### src/tpcu_pkg.sv
// Purpose: Constants for the 16-bit timer/PWM channel update block.
// Assumes: 32-bit Avalon-MM slave, one register per aligned word.
// Notes: Byte registers sit in data bits 7:0; upper bits read as zero.
//
// Behaviour
// Edge PWM loads buffer at modulo-1 to modulo.
// Center PWM loads buffer at modulo-1 to modulo.
// Center PWM, value equals modulo: full duty.
// Center PWM, value modulo-1: almost full duty.
// Zero to nonzero waits for new period.
// Nonzero to zero finishes current period first.
// Control write in debug halt resets modulo pairing.
// Clock select 00 freezes the PWM output.
// Edge/level select 00 releases the channel pin.
// Software starts via port, waits overflow, enables.
// Center mode overflow at up-to-down turn.
// Counter write clears counter and prescaler.
// Flag clears by read-set then write-zero; event wins.
// Center counts up then down; active below value.
// Value buffered until both bytes are written.
package tpcu_pkg;

   // =========================================================
   // Register byte addresses
   localparam logic [5:0] TPCU_OFS_TSC = 6'h00;
   localparam logic [5:0] TPCU_OFS_CNT_HI = 6'h04;
   localparam logic [5:0] TPCU_OFS_CNT_LO = 6'h08;
   localparam logic [5:0] TPCU_OFS_MOD_HI = 6'h0C;
   localparam logic [5:0] TPCU_OFS_MOD_LO = 6'h10;
   localparam logic [5:0] TPCU_OFS_CSC = 6'h14;
   localparam logic [5:0] TPCU_OFS_VAL_HI = 6'h18;
   localparam logic [5:0] TPCU_OFS_VAL_LO = 6'h1C;
   localparam logic [5:0] TPCU_OFS_IRQ_STAT = 6'h20;
   localparam logic [5:0] TPCU_OFS_IRQ_MASK = 6'h24;

   // =========================================================
   // Field positions
   localparam int TPCU_FLAG_BIT = 7;
   localparam int TPCU_CPWM_BIT = 5;
   localparam int TPCU_CSEL_LSB = 3;
   localparam int TPCU_PS_LSB = 0;
   localparam int TPCU_ELS_LSB = 2;
   localparam int TPCU_IRQ_OVF = 0;
   localparam int TPCU_IRQ_CH = 1;

   // =========================================================
   // Reset values and fixed counts
   localparam logic [15:0] TPCU_CNT_RST = 16'h0000;
   localparam logic [15:0] TPCU_MOD_RST = 16'h0000;
   localparam logic [15:0] TPCU_VAL_RST = 16'h0000;
   localparam logic [15:0] TPCU_FREE_TOP = 16'hFFFF;
   localparam logic [1:0] TPCU_CSEL_OFF = 2'h0;
   localparam logic [1:0] TPCU_ELS_OFF = 2'h0;
   localparam logic [6:0] TPCU_PRE_RST = 7'h00;

   // Bus handshake states; bit 0 is the waitrequest level.
   typedef enum logic [1:0]
   {
      TPCU_BUS_WAIT = 2'b01,
      TPCU_BUS_ACK = 2'b10
   } tpcu_bus_e;

endpackage

### src/tpcu_pair.sv
// Purpose: Two-byte coherent write buffer for a 16-bit value.
// Assumes: Byte writes arrive as single-cycle strobes.
// Notes: Full stays set until taken; a new completion beats a take.
`timescale 1ns/100ps
module tpcu_pair
   import tpcu_pkg::*;
(
   input wire logic sys_clk_i,
   input wire logic arst_n_i,
   input wire logic wr_hi_i,
   input wire logic wr_lo_i,
   input wire logic [7:0] byte_i,
   input wire logic flush_i,
   input wire logic take_i,
   output logic [15:0] value_o,
   output logic full_o,
   output logic part_o
);
   logic hi_seen_r, hi_seen_nxt;
   logic lo_seen_r, lo_seen_nxt;
   logic [15:0] value_nxt;
   logic full_nxt;

   // =========================================================
   // Pairing: either byte may come first; the pair completes on the
   // second distinct byte.
   always_comb
   begin
      hi_seen_nxt = hi_seen_r | wr_hi_i;
      lo_seen_nxt = lo_seen_r | wr_lo_i;
      value_nxt = value_o;
      full_nxt = full_o & ~take_i;
      if (wr_hi_i)
         value_nxt[15:8] = byte_i;
      if (wr_lo_i)
         value_nxt[7:0] = byte_i;
      if (hi_seen_nxt && lo_seen_nxt)
      begin
         full_nxt = 1'b1;
         hi_seen_nxt = 1'b0;
         lo_seen_nxt = 1'b0;
      end
      if (flush_i)
      begin
         hi_seen_nxt = 1'b0;
         lo_seen_nxt = 1'b0;
      end
   end

   // Registers only.
   always_ff @(posedge sys_clk_i or negedge arst_n_i)
   begin
      if (!arst_n_i)
      begin
         hi_seen_r <= 1'b0;
         lo_seen_r <= 1'b0;
         value_o <= TPCU_VAL_RST;
         full_o <= 1'b0;
      end
      else
      begin
         hi_seen_r <= hi_seen_nxt;
         lo_seen_r <= lo_seen_nxt;
         value_o <= value_nxt;
         full_o <= full_nxt;
      end
   end

   assign part_o = hi_seen_r | lo_seen_r;

endmodule

### src/tpcu_top.sv
// Purpose: One PWM channel of a 16-bit timer with buffered duty value.
// Assumes: Single bus clock; debug halt comes from same-clock logic.
// Notes: Any clock select other than 00 counts on the bus clock.
//
// Chosen here: the Avalon-MM register port and the address map.
`timescale 1ns/100ps
module tpcu_top
   import tpcu_pkg::*;
(
   input wire logic sys_clk_i,
   input wire logic arst_n_i,
   input wire logic [5:0] avs_address_i,
   input wire logic avs_read_i,
   input wire logic avs_write_i,
   input wire logic [31:0] avs_writedata_i,
   output logic [31:0] avs_readdata_o,
   output logic avs_waitrequest_o,
   input wire logic debug_halt_i,
   output logic chan_pin_o,
   output logic chan_pin_oe_o,
   output logic irq_o
);
   tpcu_bus_e bus_st_r, bus_st_nxt;
   logic [31:0] rdata_nxt;
   logic req, acc_wr, acc_rd;
   logic [7:0] wbyte;
   logic [1:0] csel_r, csel_nxt, els_r, els_nxt;
   logic cpwm_r, cpwm_nxt;
   logic [2:0] ps_r, ps_nxt;
   logic [15:0] cnt_r, cnt_nxt, mod_r, mod_nxt, val_r, val_nxt, top;
   logic [6:0] pre_r, pre_nxt, pre_lim;
   logic up_r, up_nxt, pwm_r, pwm_nxt;
   logic pin_nxt, oe_nxt, irq_nxt;
   logic ovf_f_r, ovf_f_nxt, ch_f_r, ch_f_nxt;
   logic ovf_arm_r, ovf_arm_nxt, ch_arm_r, ch_arm_nxt;
   logic [1:0] ist_r, ist_nxt, imask_r, imask_nxt;
   logic tick, ovf_evt, ch_evt, load, cnt_wr, tsc_wr, csc_wr;
   logic val_hi_wr, val_lo_wr, mod_hi_wr, mod_lo_wr;
   logic [15:0] val_buf, mod_buf;
   logic val_full, mod_full, mod_part, val_part;

   // =========================================================
   // Avalon slave: one wait cycle, then the access is accepted.
   assign req = avs_read_i | avs_write_i;
   assign acc_wr = avs_write_i & (bus_st_r == TPCU_BUS_ACK);
   assign acc_rd = avs_read_i & (bus_st_r == TPCU_BUS_ACK);
   assign wbyte = avs_writedata_i[7:0];
   assign cnt_wr = acc_wr & ((avs_address_i == TPCU_OFS_CNT_HI) |
                             (avs_address_i == TPCU_OFS_CNT_LO));
   assign tsc_wr = acc_wr & (avs_address_i == TPCU_OFS_TSC);
   assign csc_wr = acc_wr & (avs_address_i == TPCU_OFS_CSC);
   assign val_hi_wr = acc_wr & (avs_address_i == TPCU_OFS_VAL_HI);
   assign val_lo_wr = acc_wr & (avs_address_i == TPCU_OFS_VAL_LO);
   assign mod_hi_wr = acc_wr & (avs_address_i == TPCU_OFS_MOD_HI);
   assign mod_lo_wr = acc_wr & (avs_address_i == TPCU_OFS_MOD_LO);

   // Read data is prepared in the wait cycle so it is a flop output.
   always_comb
   begin
      bus_st_nxt = TPCU_BUS_WAIT;
      rdata_nxt = avs_readdata_o;
      unique case (bus_st_r)
         TPCU_BUS_WAIT:
         begin
            if (req)
               bus_st_nxt = TPCU_BUS_ACK;
            rdata_nxt = 32'h0000_0000;
            unique case (avs_address_i)
               TPCU_OFS_TSC: rdata_nxt[7:0] = {ovf_f_r, 1'b0, cpwm_r,
                                                csel_r, ps_r};
               TPCU_OFS_CNT_HI: rdata_nxt[7:0] = cnt_r[15:8];
               TPCU_OFS_CNT_LO: rdata_nxt[7:0] = cnt_r[7:0];
               TPCU_OFS_MOD_HI: rdata_nxt[7:0] = mod_r[15:8];
               TPCU_OFS_MOD_LO: rdata_nxt[7:0] = mod_r[7:0];
               TPCU_OFS_CSC: rdata_nxt[7:0] = {ch_f_r, 3'h0, els_r, 2'h0};
               TPCU_OFS_VAL_HI: rdata_nxt[7:0] = val_r[15:8];
               TPCU_OFS_VAL_LO: rdata_nxt[7:0] = val_r[7:0];
               TPCU_OFS_IRQ_STAT: rdata_nxt[1:0] = ist_r;
               TPCU_OFS_IRQ_MASK: rdata_nxt[1:0] = imask_r;
               default: rdata_nxt = 32'h0000_0000;
            endcase
         end
         TPCU_BUS_ACK: bus_st_nxt = TPCU_BUS_WAIT;
         default: bus_st_nxt = TPCU_BUS_WAIT;
      endcase
   end

   always_ff @(posedge sys_clk_i or negedge arst_n_i)
   begin
      if (!arst_n_i)
      begin
         bus_st_r <= TPCU_BUS_WAIT;
         avs_readdata_o <= 32'h0000_0000;
      end
      else
      begin
         bus_st_r <= bus_st_nxt;
         avs_readdata_o <= rdata_nxt;
      end
   end

   assign avs_waitrequest_o = bus_st_r[0];

   // =========================================================
   // Byte-pair buffers. The modulo pair is flushed by a control write
   // in debug halt so a half-written modulo cannot complete later.
   tpcu_pair u_val
   (
      .sys_clk_i(sys_clk_i),
      .arst_n_i(arst_n_i),
      .wr_hi_i(val_hi_wr),
      .wr_lo_i(val_lo_wr),
      .byte_i(wbyte),
      .flush_i(1'b0),
      .take_i(load),
      .value_o(val_buf),
      .full_o(val_full),
      .part_o(val_part)
   );

   tpcu_pair u_mod
   (
      .sys_clk_i(sys_clk_i),
      .arst_n_i(arst_n_i),
      .wr_hi_i(mod_hi_wr),
      .wr_lo_i(mod_lo_wr),
      .byte_i(wbyte),
      .flush_i(tsc_wr & debug_halt_i),
      .take_i(mod_full),
      .value_o(mod_buf),
      .full_o(mod_full),
      .part_o(mod_part)
   );

   // =========================================================
   // Counter, prescaler and buffered duty load.
   assign top = (mod_r == TPCU_MOD_RST) ? TPCU_FREE_TOP : mod_r;
   assign pre_lim = 7'((8'h01 << ps_r) - 8'h01);
   assign tick = (csel_r != TPCU_CSEL_OFF) & ~debug_halt_i &
                 (pre_r >= pre_lim);
   // Loading one step before the top makes it land on the period edge.
   assign load = tick & val_full & (~cpwm_r | up_r) &
                 (cnt_r == 16'(top - 16'h0001));

   always_comb
   begin
      cnt_nxt = cnt_r;
      pre_nxt = pre_r;
      up_nxt = up_r;
      val_nxt = load ? val_buf : val_r;
      mod_nxt = mod_full ? mod_buf : mod_r;
      pwm_nxt = pwm_r;
      ovf_evt = 1'b0;
      ch_evt = tick & (cnt_r == val_r);
      if ((csel_r != TPCU_CSEL_OFF) && !debug_halt_i)
         pre_nxt = tick ? TPCU_PRE_RST : 7'(pre_r + 7'h01);
      if (tick)
      begin
         if (!cpwm_r)
         begin
            ovf_evt = (cnt_r == top);
            cnt_nxt = ovf_evt ? TPCU_CNT_RST : 16'(cnt_r + 16'h0001);
         end
         else if (up_r)
         begin
            if (cnt_r >= top)
            begin
               ovf_evt = 1'b1;
               up_nxt = 1'b0;
               cnt_nxt = 16'(cnt_r - 16'h0001);
            end
            else
               cnt_nxt = 16'(cnt_r + 16'h0001);
         end
         else if (cnt_r == TPCU_CNT_RST)
         begin
            up_nxt = 1'b1;
            cnt_nxt = 16'(cnt_r + 16'h0001);
         end
         else
            cnt_nxt = 16'(cnt_r - 16'h0001);
         // In center mode, value at modulo gives full duty, modulo-1 almost full.
         pwm_nxt = (cnt_nxt < val_nxt) |
                   (cpwm_r & (val_nxt == top));
      end
      if (cnt_wr)
      begin
         cnt_nxt = TPCU_CNT_RST;
         pre_nxt = TPCU_PRE_RST;
         up_nxt = 1'b1;
      end
   end

   always_ff @(posedge sys_clk_i or negedge arst_n_i)
   begin
      if (!arst_n_i)
      begin
         cnt_r <= TPCU_CNT_RST;
         pre_r <= TPCU_PRE_RST;
         up_r <= 1'b1;
         val_r <= TPCU_VAL_RST;
         mod_r <= TPCU_MOD_RST;
         pwm_r <= 1'b0;
      end
      else
      begin
         cnt_r <= cnt_nxt;
         pre_r <= pre_nxt;
         up_r <= up_nxt;
         val_r <= val_nxt;
         mod_r <= mod_nxt;
         pwm_r <= pwm_nxt;
      end
   end

   // =========================================================
   // Control, flags and interrupt. A new event beats any clear.
   always_comb
   begin
      csel_nxt = csel_r;
      cpwm_nxt = cpwm_r;
      ps_nxt = ps_r;
      els_nxt = els_r;
      imask_nxt = imask_r;
      ovf_f_nxt = ovf_f_r;
      ovf_arm_nxt = ovf_arm_r;
      ch_f_nxt = ch_f_r;
      ch_arm_nxt = ch_arm_r;
      ist_nxt = ist_r;
      if (acc_rd && (avs_address_i == TPCU_OFS_TSC) && ovf_f_r)
         ovf_arm_nxt = 1'b1;
      if (acc_rd && (avs_address_i == TPCU_OFS_CSC) && ch_f_r)
         ch_arm_nxt = 1'b1;
      if (tsc_wr)
      begin
         csel_nxt = wbyte[TPCU_CSEL_LSB +: 2];
         cpwm_nxt = wbyte[TPCU_CPWM_BIT];
         ps_nxt = wbyte[TPCU_PS_LSB +: 3];
         if (ovf_arm_r && !wbyte[TPCU_FLAG_BIT])
            ovf_f_nxt = 1'b0;
         ovf_arm_nxt = 1'b0;
      end
      if (csc_wr)
      begin
         els_nxt = wbyte[TPCU_ELS_LSB +: 2];
         if (ch_arm_r && !wbyte[TPCU_FLAG_BIT])
            ch_f_nxt = 1'b0;
         ch_arm_nxt = 1'b0;
      end
      if (acc_wr && (avs_address_i == TPCU_OFS_IRQ_MASK))
         imask_nxt = wbyte[1:0];
      if (acc_wr && (avs_address_i == TPCU_OFS_IRQ_STAT))
         ist_nxt = ist_r & ~wbyte[1:0];
      if (ovf_evt)
      begin
         ovf_f_nxt = 1'b1;
         ovf_arm_nxt = 1'b0;
         ist_nxt[TPCU_IRQ_OVF] = 1'b1;
      end
      if (ch_evt)
      begin
         ch_f_nxt = 1'b1;
         ch_arm_nxt = 1'b0;
         ist_nxt[TPCU_IRQ_CH] = 1'b1;
      end
      irq_nxt = |(ist_nxt & imask_nxt);
      // Pin follows the frozen waveform; 00 leaves it to the port.
      oe_nxt = (els_r != TPCU_ELS_OFF);
      pin_nxt = pwm_r ^ els_r[0];
   end

   always_ff @(posedge sys_clk_i or negedge arst_n_i)
   begin
      if (!arst_n_i)
      begin
         csel_r <= TPCU_CSEL_OFF;
         cpwm_r <= 1'b0;
         ps_r <= 3'h0;
         els_r <= TPCU_ELS_OFF;
         imask_r <= 2'h0;
         ovf_f_r <= 1'b0;
         ovf_arm_r <= 1'b0;
         ch_f_r <= 1'b0;
         ch_arm_r <= 1'b0;
         ist_r <= 2'h0;
         irq_o <= 1'b0;
         chan_pin_oe_o <= 1'b0;
         chan_pin_o <= 1'b0;
      end
      else
      begin
         csel_r <= csel_nxt;
         cpwm_r <= cpwm_nxt;
         ps_r <= ps_nxt;
         els_r <= els_nxt;
         imask_r <= imask_nxt;
         ovf_f_r <= ovf_f_nxt;
         ovf_arm_r <= ovf_arm_nxt;
         ch_f_r <= ch_f_nxt;
         ch_arm_r <= ch_arm_nxt;
         ist_r <= ist_nxt;
         irq_o <= irq_nxt;
         chan_pin_oe_o <= oe_nxt;
         chan_pin_o <= pin_nxt;
      end
   end
endmodule
### config.mk
export PLATFORM = sky130hd
export DESIGN_NAME = tpcu_top
export DESIGN_NICKNAME = d
export VERILOG_FILES = /design/src/tpcu_pkg.sv /design/src/tpcu_pair.sv /design/src/tpcu_top.sv
export SDC_FILE = /design/constraint.sdc
export NUM_CORES = 1
export LEC_CHECK = 0
export BUFFER_PORTS_ARGS = -buffer_cell sky130_fd_sc_hd__buf_4
export CAP_MARGIN = 20
export CORE_MARGIN = 8
export CORE_UTILIZATION = 31
export DETAILED_ROUTE_END_ITERATION = 8
export PLACE_DENSITY = 0.57
export RECOVER_POWER = 25
export SLEW_MARGIN = 20
export SYNTH_ARGS = -nofsm -noshare
export SYNTH_HDL_FRONTEND = slang
export SYNTH_SLANG_ARGS = --single-unit
### constraint.sdc
create_clock -name sys_clk_i -period 8.36 [get_ports sys_clk_i]
set_input_delay 1.672 -clock sys_clk_i [delete_from_list [all_inputs] [get_ports sys_clk_i]]
set_output_delay 1.672 -clock sys_clk_i [all_outputs]
set_load 0.01 [all_outputs]
==> results of run 1 <==
==> per-stage QoR <==
stage / hold WS (ps) / worst slack, ps
floorplan: 413 / 2010
global placement: 434 / 1930
detailed placement: 441 / 1990
CTS: 447 / 1930
global route: 458 / 1330
finish: 456 / 1890
==> power groups by stage <==
stage                     Sequential, mW  Combinational [mW]  Clock, mW
after floorplan                    0.671               0.249          0
after global placement             0.703               0.313          0
after detailed placement           0.704               0.318          0
after CTS                          0.693               0.321      0.789
after global routing               0.700               0.363      0.821
final                              0.696               0.322      0.775
==> worst max path at each step <==
stage | start | endpoint | slack [ps]
after floorplan | mod_r[11] | pwm_r | 2010
after global placement | mod_r[12] | pwm_r | 1930
after detailed placement | mod_r[12] | pwm_r | 1990
after CTS | mod_r[12] | pwm_r | 1930
after global routing | mod_r[12] | pwm_r | 1330
final | mod_r[12] | pwm_r | 1890
==> cell type report <==
cell class	instances	area (µm²)	share of cell area, %
timing repair buffer	50	372	3.73
tap	384	480	4.82
clock inverter	14	183	1.83
multi-input combinational	762	5280	53.0
clock buffer	18	429	4.31
inverter	30	113	1.13
sequential	124	3110	31.2
==> state kept, by name, indices dropped and copies added, names as in the netlist, 2 cells and up <==
signal          cells
els_r               2
u_mod.value_o      16
bus_st_r            2
cnt_r              16
val_r              16
csel_r              2
pre_r               7
mod_r              16
avs_readdata_o      8
ist_r               2
imask_r             2
u_val.value_o      16
ps_r                3
==> per-layer routing <==
layer | track usage (%) | wire (µm) | vias to the layer above
met5 | 0 | 0 | -
met4 | 6.47 | 835 | 0
li1 | - | - | 3553
met1 | 23.2 | 13000 | 3829
met3 | 2.61 | 1970 | 47
met2 | 27.0 | 13200 | 319
==> cell usage in the layout (no fill, tap or decap), types with 7 or more instances in the layout <==
cell type / instances
clkbuf_16: 17
inv_1: 30
mux2_2: 62
or3_1: 10
xor2_1: 26
and3_1: 17
buf_4: 48
a22oi_1: 19
nor4_1: 20
nor2b_1: 9
conb_1: 24
ha_1: 43
nand2b_1: 11
a21oi_1: 44
dfrtp_1: 122
nor3_1: 19
a211oi_1: 7
xnor2_1: 33
nand2_1: 71
nand4_1: 24
a31oi_1: 9
nor2_1: 88
mux2i_1: 22
a21o_1: 8
nand3_1: 28
o21ai_0: 52
nor4b_1: 11
==> kinds of logic (layout without fill, tap and decap cells) <==
group	after synthesis	after routing	share of synthesized area [%]
buf+inv	113	112	6.10
flops	124	124	35.1
other cells	1	24	0.0424
compound gates	206	206	15.7
fa+ha+maj	44	44	6.20
xor+xnor	59	59	5.85
mux	84	84	10.4
simple gates	345	345	20.6
==> worst max-delay path: cells and delay by family, from the launching register on <==
kind / cells / cell delay [ps]
and+or+nand+nor: 15 / 2900
AOI/OAI and AO/OA: 9 / 1650
adders and majority gates: 2 / 600
DFF: 1 / 520
buffers and inverters: 2 / 520
xor gates and xnor gates: 1 / 180
==> flow_summary.toml, run 1 <==
[timing]
tightest_slew_ps = 3570
post-route-period-util_pct = 77.3
max_freq_mhz = 155
clock_skew_ps = 8.50
finalHoldViolCount = 0
rsz0062_at_grt = "no"
finalMaxSlewViolations = 63
fin_setup_tns_ps = 0
setup_viol = 0
slew_headroom_pct = -138
finalCriticalPeriod_ps = 6470

[logic_synthesis]
syn_area_per_cell_um2 = 9.05
async_flop_share_pct = 100
synth_seq_area_share_pct = 35.1
synth_cell_types = 77
synthCells = 976
synth.top_cell.area_share_pct = 34.5
synth_top_area_cell = "dfrtp_1"
mappedNetlistArea_um2 = 8840
yosys_warnings = 0
synth-edff-count = 0
synthTopCellsByArea = "dfrtp_1 35%, mux2_2 7.9%, ha_1 6.1%"
synthTopCellsByCount = "122 x dfrtp_1, 88 x nor2_1, 71 x nand2_1"
synth_most_common_cell = "dfrtp_1"
synth-main-ff-cell = "dfrtp_1"
synth_seq_cells = 124

[finish]
nets = 1071
fill_cells = 2945
stdcell_count = 1382
area_delta_synth_final_pct = 12.8
final_util_pct = 35.1
fin_area_um2 = 9970
drive_above_1_share_pct = 16.3
num_antenna_cells = 0

[critical_path]
reg2reg_from = "mod_r[12]"
r2r_cells = 29
crit_type = "reg2reg"
reg2reg_to = "pwm_r"
max_stage_delay_ps = 700
path_max_fanout = 29
cp-end-kind = "flip-flop"
cp-start-kind = "flip-flop"
regToRegSetupSlack_ps = 1890
critPathSlowestCell = "or4_1"
worstPathRequired_ps = 8710
crit_arrival_ps = 6820

[run]
cap_violations = 1

[cts]
cts.hold.buffers_added = 0
cts_resized = 0
cts_sinks = 124
cts_setup_buffers = 0
htreeDepth = 4
cts.clk_slew.worst_paths_ps = 60
cts_buffers = 17
clkLatencyLatePin_ps = 420
cts_tree = "yes"
clockRootBuffer = "clkbuf_16"
clockBufferDepth = 2

[floorplan]
start_util_pct = 31.1
dieArea_um2 = 34200
num_io_pins = 79
die_h_um = 185
row_count = 62
dieWidth_um = 185
coreArea_um2 = 28400

[power_and_ir_drop]
power_frac_seq_pct = 38.8
p_sw_uw = 552
intPower_mw = 1.24
ir_drop_uv = 156
combPwrFrac_pct = 18.0
power_mw = 1.79
cellPowerDensity_nw_per_um2 = 180
p_sw_share_pct = 30.8
leakagePower_nw = 4.64
power.share.clock_pct = 43.2

[worst_hold_path]
hp-start = "u_val.hi_seen_r"
worstHoldPathType = "reg2reg"
hold_path_end = "u_val.lo_seen_r"
hold_path_depth = 1

[place]
portBuffers = 30
place.gp.congestion = 0.922
dp.cells = 1350
placed_cell_area_um2 = 9360
hpwlAfterDp_um = 21200

[detailed_routing]
avgRoutedWirePerCell_um = 20.9
firstDrtPassIters = 5
ant_nets = 0
drt-initial-drc-count = 716
wl_um = 28900
drc = 0
via_count = 7748
vias_per_cell = 5.61

[global_route]
grt_pass1_vias = 7493
grt_pass1_wl_um = 44800
antenna_found_initial = 0
grt_max_degree = 64
overflow = 0
grt_usage_pct = 17.1

[outcome]
violations = "max-capacitance violations, max-slew violations"
outcome = "finished with violations"
Power figures use the tool's default switching activity.
==> run 2, diff against run 1 <==
PLACE_DENSITY = 0.59   (was 0.57)
clock period = 5.3 ns   (was 8.36 ns; I/O delays follow)
==> run 2 against run 1 <==
Effect of this change:
- the run still ends with max-capacitance violations, max-slew violations left
- flip-flop and latch count unchanged
- critical path depth unchanged
- non-clock buffer count up 94
- routed wire length up 5.1%
- design area up 8.2%
- clock power up 55%
- final cell count up 6.8%
==> flow_summary.toml, run 2 (synthesized netlist as in run 1, its figures left out) <==
[timing]
clock_skew_ps = 13.1
finalCriticalPeriod_ps = 5300
tightest_slew_ps = 3630
max_freq_mhz = 189
post-route-period-util_pct = 100
slew_headroom_pct = -142
rsz0062_at_grt = "yes"
finalMaxSlewViolations = 83
setup_viol = 0
whs_ps = 445
fin_setup_tns_ps = 0
worst_slack_ps = 0.140
finalHoldViolCount = 0

[global_route]
antenna_found_initial = 1
top_usage_layer = "met2"
overflow = 0
met3_usage_pct = 3.32
grt_pass1_wl_um = 46300
grt.met2_usage_pct = 28.5
grt_usage_pct = 17.8
gr-usage-met1_pct = 23.4
grt_pass1_vias = 7935
grt_max_degree = 83

[cts]
cts.hold.buffers_added = 0
cts_tree = "yes"
cts_buffers = 17
cts.clk_slew.worst_paths_ps = 60
cts_sinks = 124
htreeDepth = 4
clockRootBuffer = "clkbuf_16"
clockBufferDepth = 2
clkLatencyLatePin_ps = 430

[place]
portBuffers = 30
hpwlAfterDp_um = 22800
place.gp.congestion = 0.943
post-place-ws_ps = -131

[power_and_ir_drop]
power_mw = 2.86
power_frac_seq_pct = 37.1
power.share.clock_pct = 42.1
cellPowerDensity_nw_per_um2 = 265
p_sw_share_pct = 32.9
combPwrFrac_pct = 20.9
ir_drop_uv = 210
p_sw_uw = 941
leakagePower_nw = 5.15
intPower_mw = 1.92

[floorplan]
row_count = 62
coreArea_um2 = 28400
dieWidth_um = 185
dieArea_um2 = 34200
start_util_pct = 31.1
num_io_pins = 79
die_h_um = 185

[detailed_routing]
drt-initial-drc-count = 691
via_count = 8167
vias_per_cell = 5.53
ant_nets = 0
avgRoutedWirePerCell_um = 20.6
wl_um = 30400
drc = 0
firstDrtPassIters = 5

[finish]
final_util_pct = 38.0
nets = 1165
final_common_cell = "buf_4"
area_delta_synth_final_pct = 22.1
layout_common_cells = "140 x buf_4, 122 x dfrtp_1, 84 x nor2_1"
fill_cells = 2882
drive_above_1_share_pct = 25.0
num_antenna_cells = 0

[outcome]
violations = "max-capacitance violations, max-slew violations"
outcome = "finished with violations"

[run]
cap_violations = 1

[critical_path]
critPathSlowestCell = "or4_4"
max_stage_delay_ps = 540
crit_type = "reg2reg"
worstPathRequired_ps = 5670
crit_arrival_ps = 5670
path_max_fanout = 7
cp-start-kind = "flip-flop"
cp-end-kind = "flip-flop"

[worst_hold_path]
worstHoldPathType = "reg2reg"
-- run 2: cell types whose count changed in the layout (fill, tap and decap cells not counted), sizes merged --
cell / change
buf: +95
dlygate4sd2: +1
inv: +3
clkbuf: -3
bufinv: -2
-- run 2: power groups by stage --
stage / logic, mW / registers (mW) / clock network (mW)
floorplan: 0.399 / 1.06 / 0
global placement: 0.577 / 1.08 / 0
detailed placement: 0.581 / 1.08 / 0
CTS: 0.591 / 1.06 / 1.22
global route: 0.667 / 1.07 / 1.25
finish: 0.597 / 1.06 / 1.20
-- run 2: routing by layer --
metal  vias up  share of wire, %
met5         -                 0
met4         0               3.4
met3        69               7.6
met2       363                46
met1      3985                43
li1       3750                 -
-- run 2: repair_timing --
item,in CTS,in global routing
setup endpoints to repair,1,1
setup buffers,8,3
pin swaps,8,6
gates cloned,1,0
gates resized for setup,11,10
-- run 2: final timing paths --
kind                            startpoint              end  slack [ps]  cells after the start
max                              mod_r[11]            pwm_r         0.1                     29
min                        u_val.hi_seen_r  u_val.lo_seen_r         450                      1
max reg2reg                      mod_r[11]            pwm_r         0.1                     29
min reg2reg                u_val.hi_seen_r  u_val.lo_seen_r         450                      1
max in group asynchronous         arst_n_i         cnt_r[7]        1190                      2
min in group asynchronous         arst_n_i         mod_r[6]        2030                      1
-- run 2: worst max-delay path, delay by kind of cell (launching register included) --
kind / cells / cell delay, ps
flops: 1 / 390
fa+ha+maj: 2 / 600
buf+inv: 2 / 330
xor+xnor: 1 / 160
simple gates: 15 / 2460
compound gates: 9 / 1260
-- run 2: through the flow --
| step | cell area, µm² | cells |
|---|---|---|
| floorplan | 9000 | 999 |
| global placement | 10000 | 1432 |
| detailed placement | 10000 | 1432 |
| CTS | 10700 | 1473 |
| global route | 10800 | 1476 |
| finish | 10800 | 1476 |
-- run 2: cell type report --
cell class	instances	area [µm²]	share of cell area [%]
multi-input cells	762	5380	49.9
flip-flops and latches	124	3110	28.8
repair buffers	144	1110	10.3
well taps	384	480	4.45
clock buffers	17	425	3.94
clock inverters	15	174	1.61
inverters	30	113	1.04
==> run 3, diff against run 2 <==
PLACE_DENSITY = 0.57   (was 0.59)
clock period = 6.61 ns   (was 5.3 ns; I/O delays follow)
==> run 3 against run 2 <==
Effect of this change:
- die area unchanged
- combinational power down 32%
- clock power down 20%
- the run still ends with max-capacitance violations, max-slew violations left
==> flow_summary.toml, run 3 (synthesized netlist as in run 1, its figures left out) <==
[detailed_routing]
drt-initial-drc-count = 840
firstDrtPassIters = 6
via_count = 7764
vias_per_cell = 5.53
wl_um = 28900
drc = 0
ant_nets = 0
avgRoutedWirePerCell_um = 20.6

[power_and_ir_drop]
intPower_mw = 1.51
p_sw_share_pct = 32.8
p_sw_uw = 735
combPwrFrac_pct = 18.2
power_frac_seq_pct = 39.0
leakagePower_nw = 4.75
cellPowerDensity_nw_per_um2 = 222
ir_drop_uv = 167
power.share.clock_pct = 42.9

[finish]
nets = 1093
drive_above_1_share_pct = 18.0
num_antenna_cells = 0
stdcell_count = 1404
final_util_pct = 35.6
layout_common_cells = "122 x dfrtp_1, 88 x nor2_1, 71 x nand2_1"
final_common_cell = "dfrtp_1"
area_delta_synth_final_pct = 14.4

[floorplan]
dieWidth_um = 185
dieArea_um2 = 34200
row_count = 62
num_io_pins = 79
start_util_pct = 31.1
die_h_um = 185
coreArea_um2 = 28400

[critical_path]
crit_chain = "or4_1 -> or3_4 -> nor2_2 -> buf_4 -> buf_4 -> nor2_1 -> ha_1 -> nand4_1 -> or3_1 -> o2111a_1 -> nand2_1 -> o211ai_1 -> buf_4 -> or3_1 -> o31ai_1 -> xnor2_1 -> nor2_1 -> ha_1 -> nand4_1 -> nor2_1 -> o21ai_0 -> and4b_1 -> a22oi_1 -> nand2_1"
r2r_cells = 24
max_stage_delay_ps = 670
cp-end-kind = "flip-flop"
path_max_fanout = 30
reg2reg_from = "mod_r[12]"
regToRegSetupSlack_ps = 390
critPathSlowestCell = "or4_1"
path_buf_inv = 3
cp-start-kind = "flip-flop"
worstPathRequired_ps = 6910
crit_type = "reg2reg"
crit_arrival_ps = 6530
crit_family = "simple AND/OR/NAND/NOR gates"
reg2reg_to = "pwm_r"

[cts]
htreeDepth = 4
cts_tree = "yes"
cts.clk_slew.worst_paths_ps = 60
cts_setup_buffers = 0
clockRootBuffer = "clkbuf_16"
cts_buffers = 17
cts_resized = 0
cts.hold.buffers_added = 0
clockBufferDepth = 2
clkLatencyLatePin_ps = 430
cts_sinks = 124

[timing]
finalMaxSlewViolations = 50
clock_skew_ps = 13.5
slew_headroom_pct = -90.3
setup_viol = 0
post-route-period-util_pct = 94.2
finalCriticalPeriod_ps = 6220
tightest_slew_ps = 2850
whs_ps = 446
max_freq_mhz = 161
rsz0062_at_grt = "no"
fin_setup_tns_ps = 0
finalHoldViolCount = 0
worst_slack_ps = 385

[worst_hold_path]
hold_path_end = "u_val.lo_seen_r"
hp-start = "u_val.hi_seen_r"
hold_path_depth = 1
worstHoldPathType = "reg2reg"

[place]
place.gp.congestion = 0.924
dp.cells = 1372
hpwlAfterDp_um = 21400
post-place-ws_ps = 484
portBuffers = 30

[global_route]
antenna_found_initial = 0
grt_pass1_wl_um = 44500
overflow = 0
grt_pass1_vias = 7477
grt_usage_pct = 17.0
grt_max_degree = 77

[run]
cap_violations = 1

[outcome]
outcome = "finished with violations"
violations = "max-capacitance violations, max-slew violations"
==> run 3: worst register-to-register path: cells and delay by family, from the launching register on <==
family	cells	cell delay [ps]
compound gates	5	1000
fa+ha+maj	2	630
buf+inv	3	770
flops	1	380
simple gates	13	3170
xor+xnor	1	180
==> run 3: metal layers <==
metal	share of wire (%)	global-route usage (%)	vias up
li1	-	-	3602
met1	45	22.9	3772
met2	45	27.1	325
met3	6.9	3.12	65
met4	3.4	5.92	0
met5	0	0	-
==> run 3: area by class of cell <==
cell class	count	area, µm²
inverter	30	113
fill	2919	18300
sequential	124	3110
clock inverter	15	170
timing repair buffer	72	533
tap	384	480
clock buffer	17	425
multi-input combinational	762	5280
==> run 3: worst max path at each step <==
stage,depth (start not counted),startpoint,slack [ps],end
final,24,mod_r[12],390,pwm_r
after CTS,30,mod_r[12],430,pwm_r
after global routing,25,mod_r[12],0.1,pwm_r
after detailed placement,30,mod_r[12],480,pwm_r
after global placement,27,mod_r[12],490,pwm_r
after floorplan,33,mod_r[11],260,pwm_r
==> run 3: through the flow <==
stage	total power, mW	area [µm²]
after floorplan	1.16	8920
after CTS	2.26	10100
after global placement	1.28	9520
after global routing	2.37	10100
final	2.24	10100
after detailed placement	1.29	9520
==> run 3: power by group through the flow <==
stage          Clock (mW)  Combinational (mW)  Sequential [mW]
2_1_floorplan           0               0.315            0.848
3_3_place_gp            0               0.395            0.887
3_5_place_dp            0               0.406            0.886
4_1_cts             0.981               0.407            0.873
5_1_grt              1.02               0.466            0.882
6_report            0.961               0.407            0.874
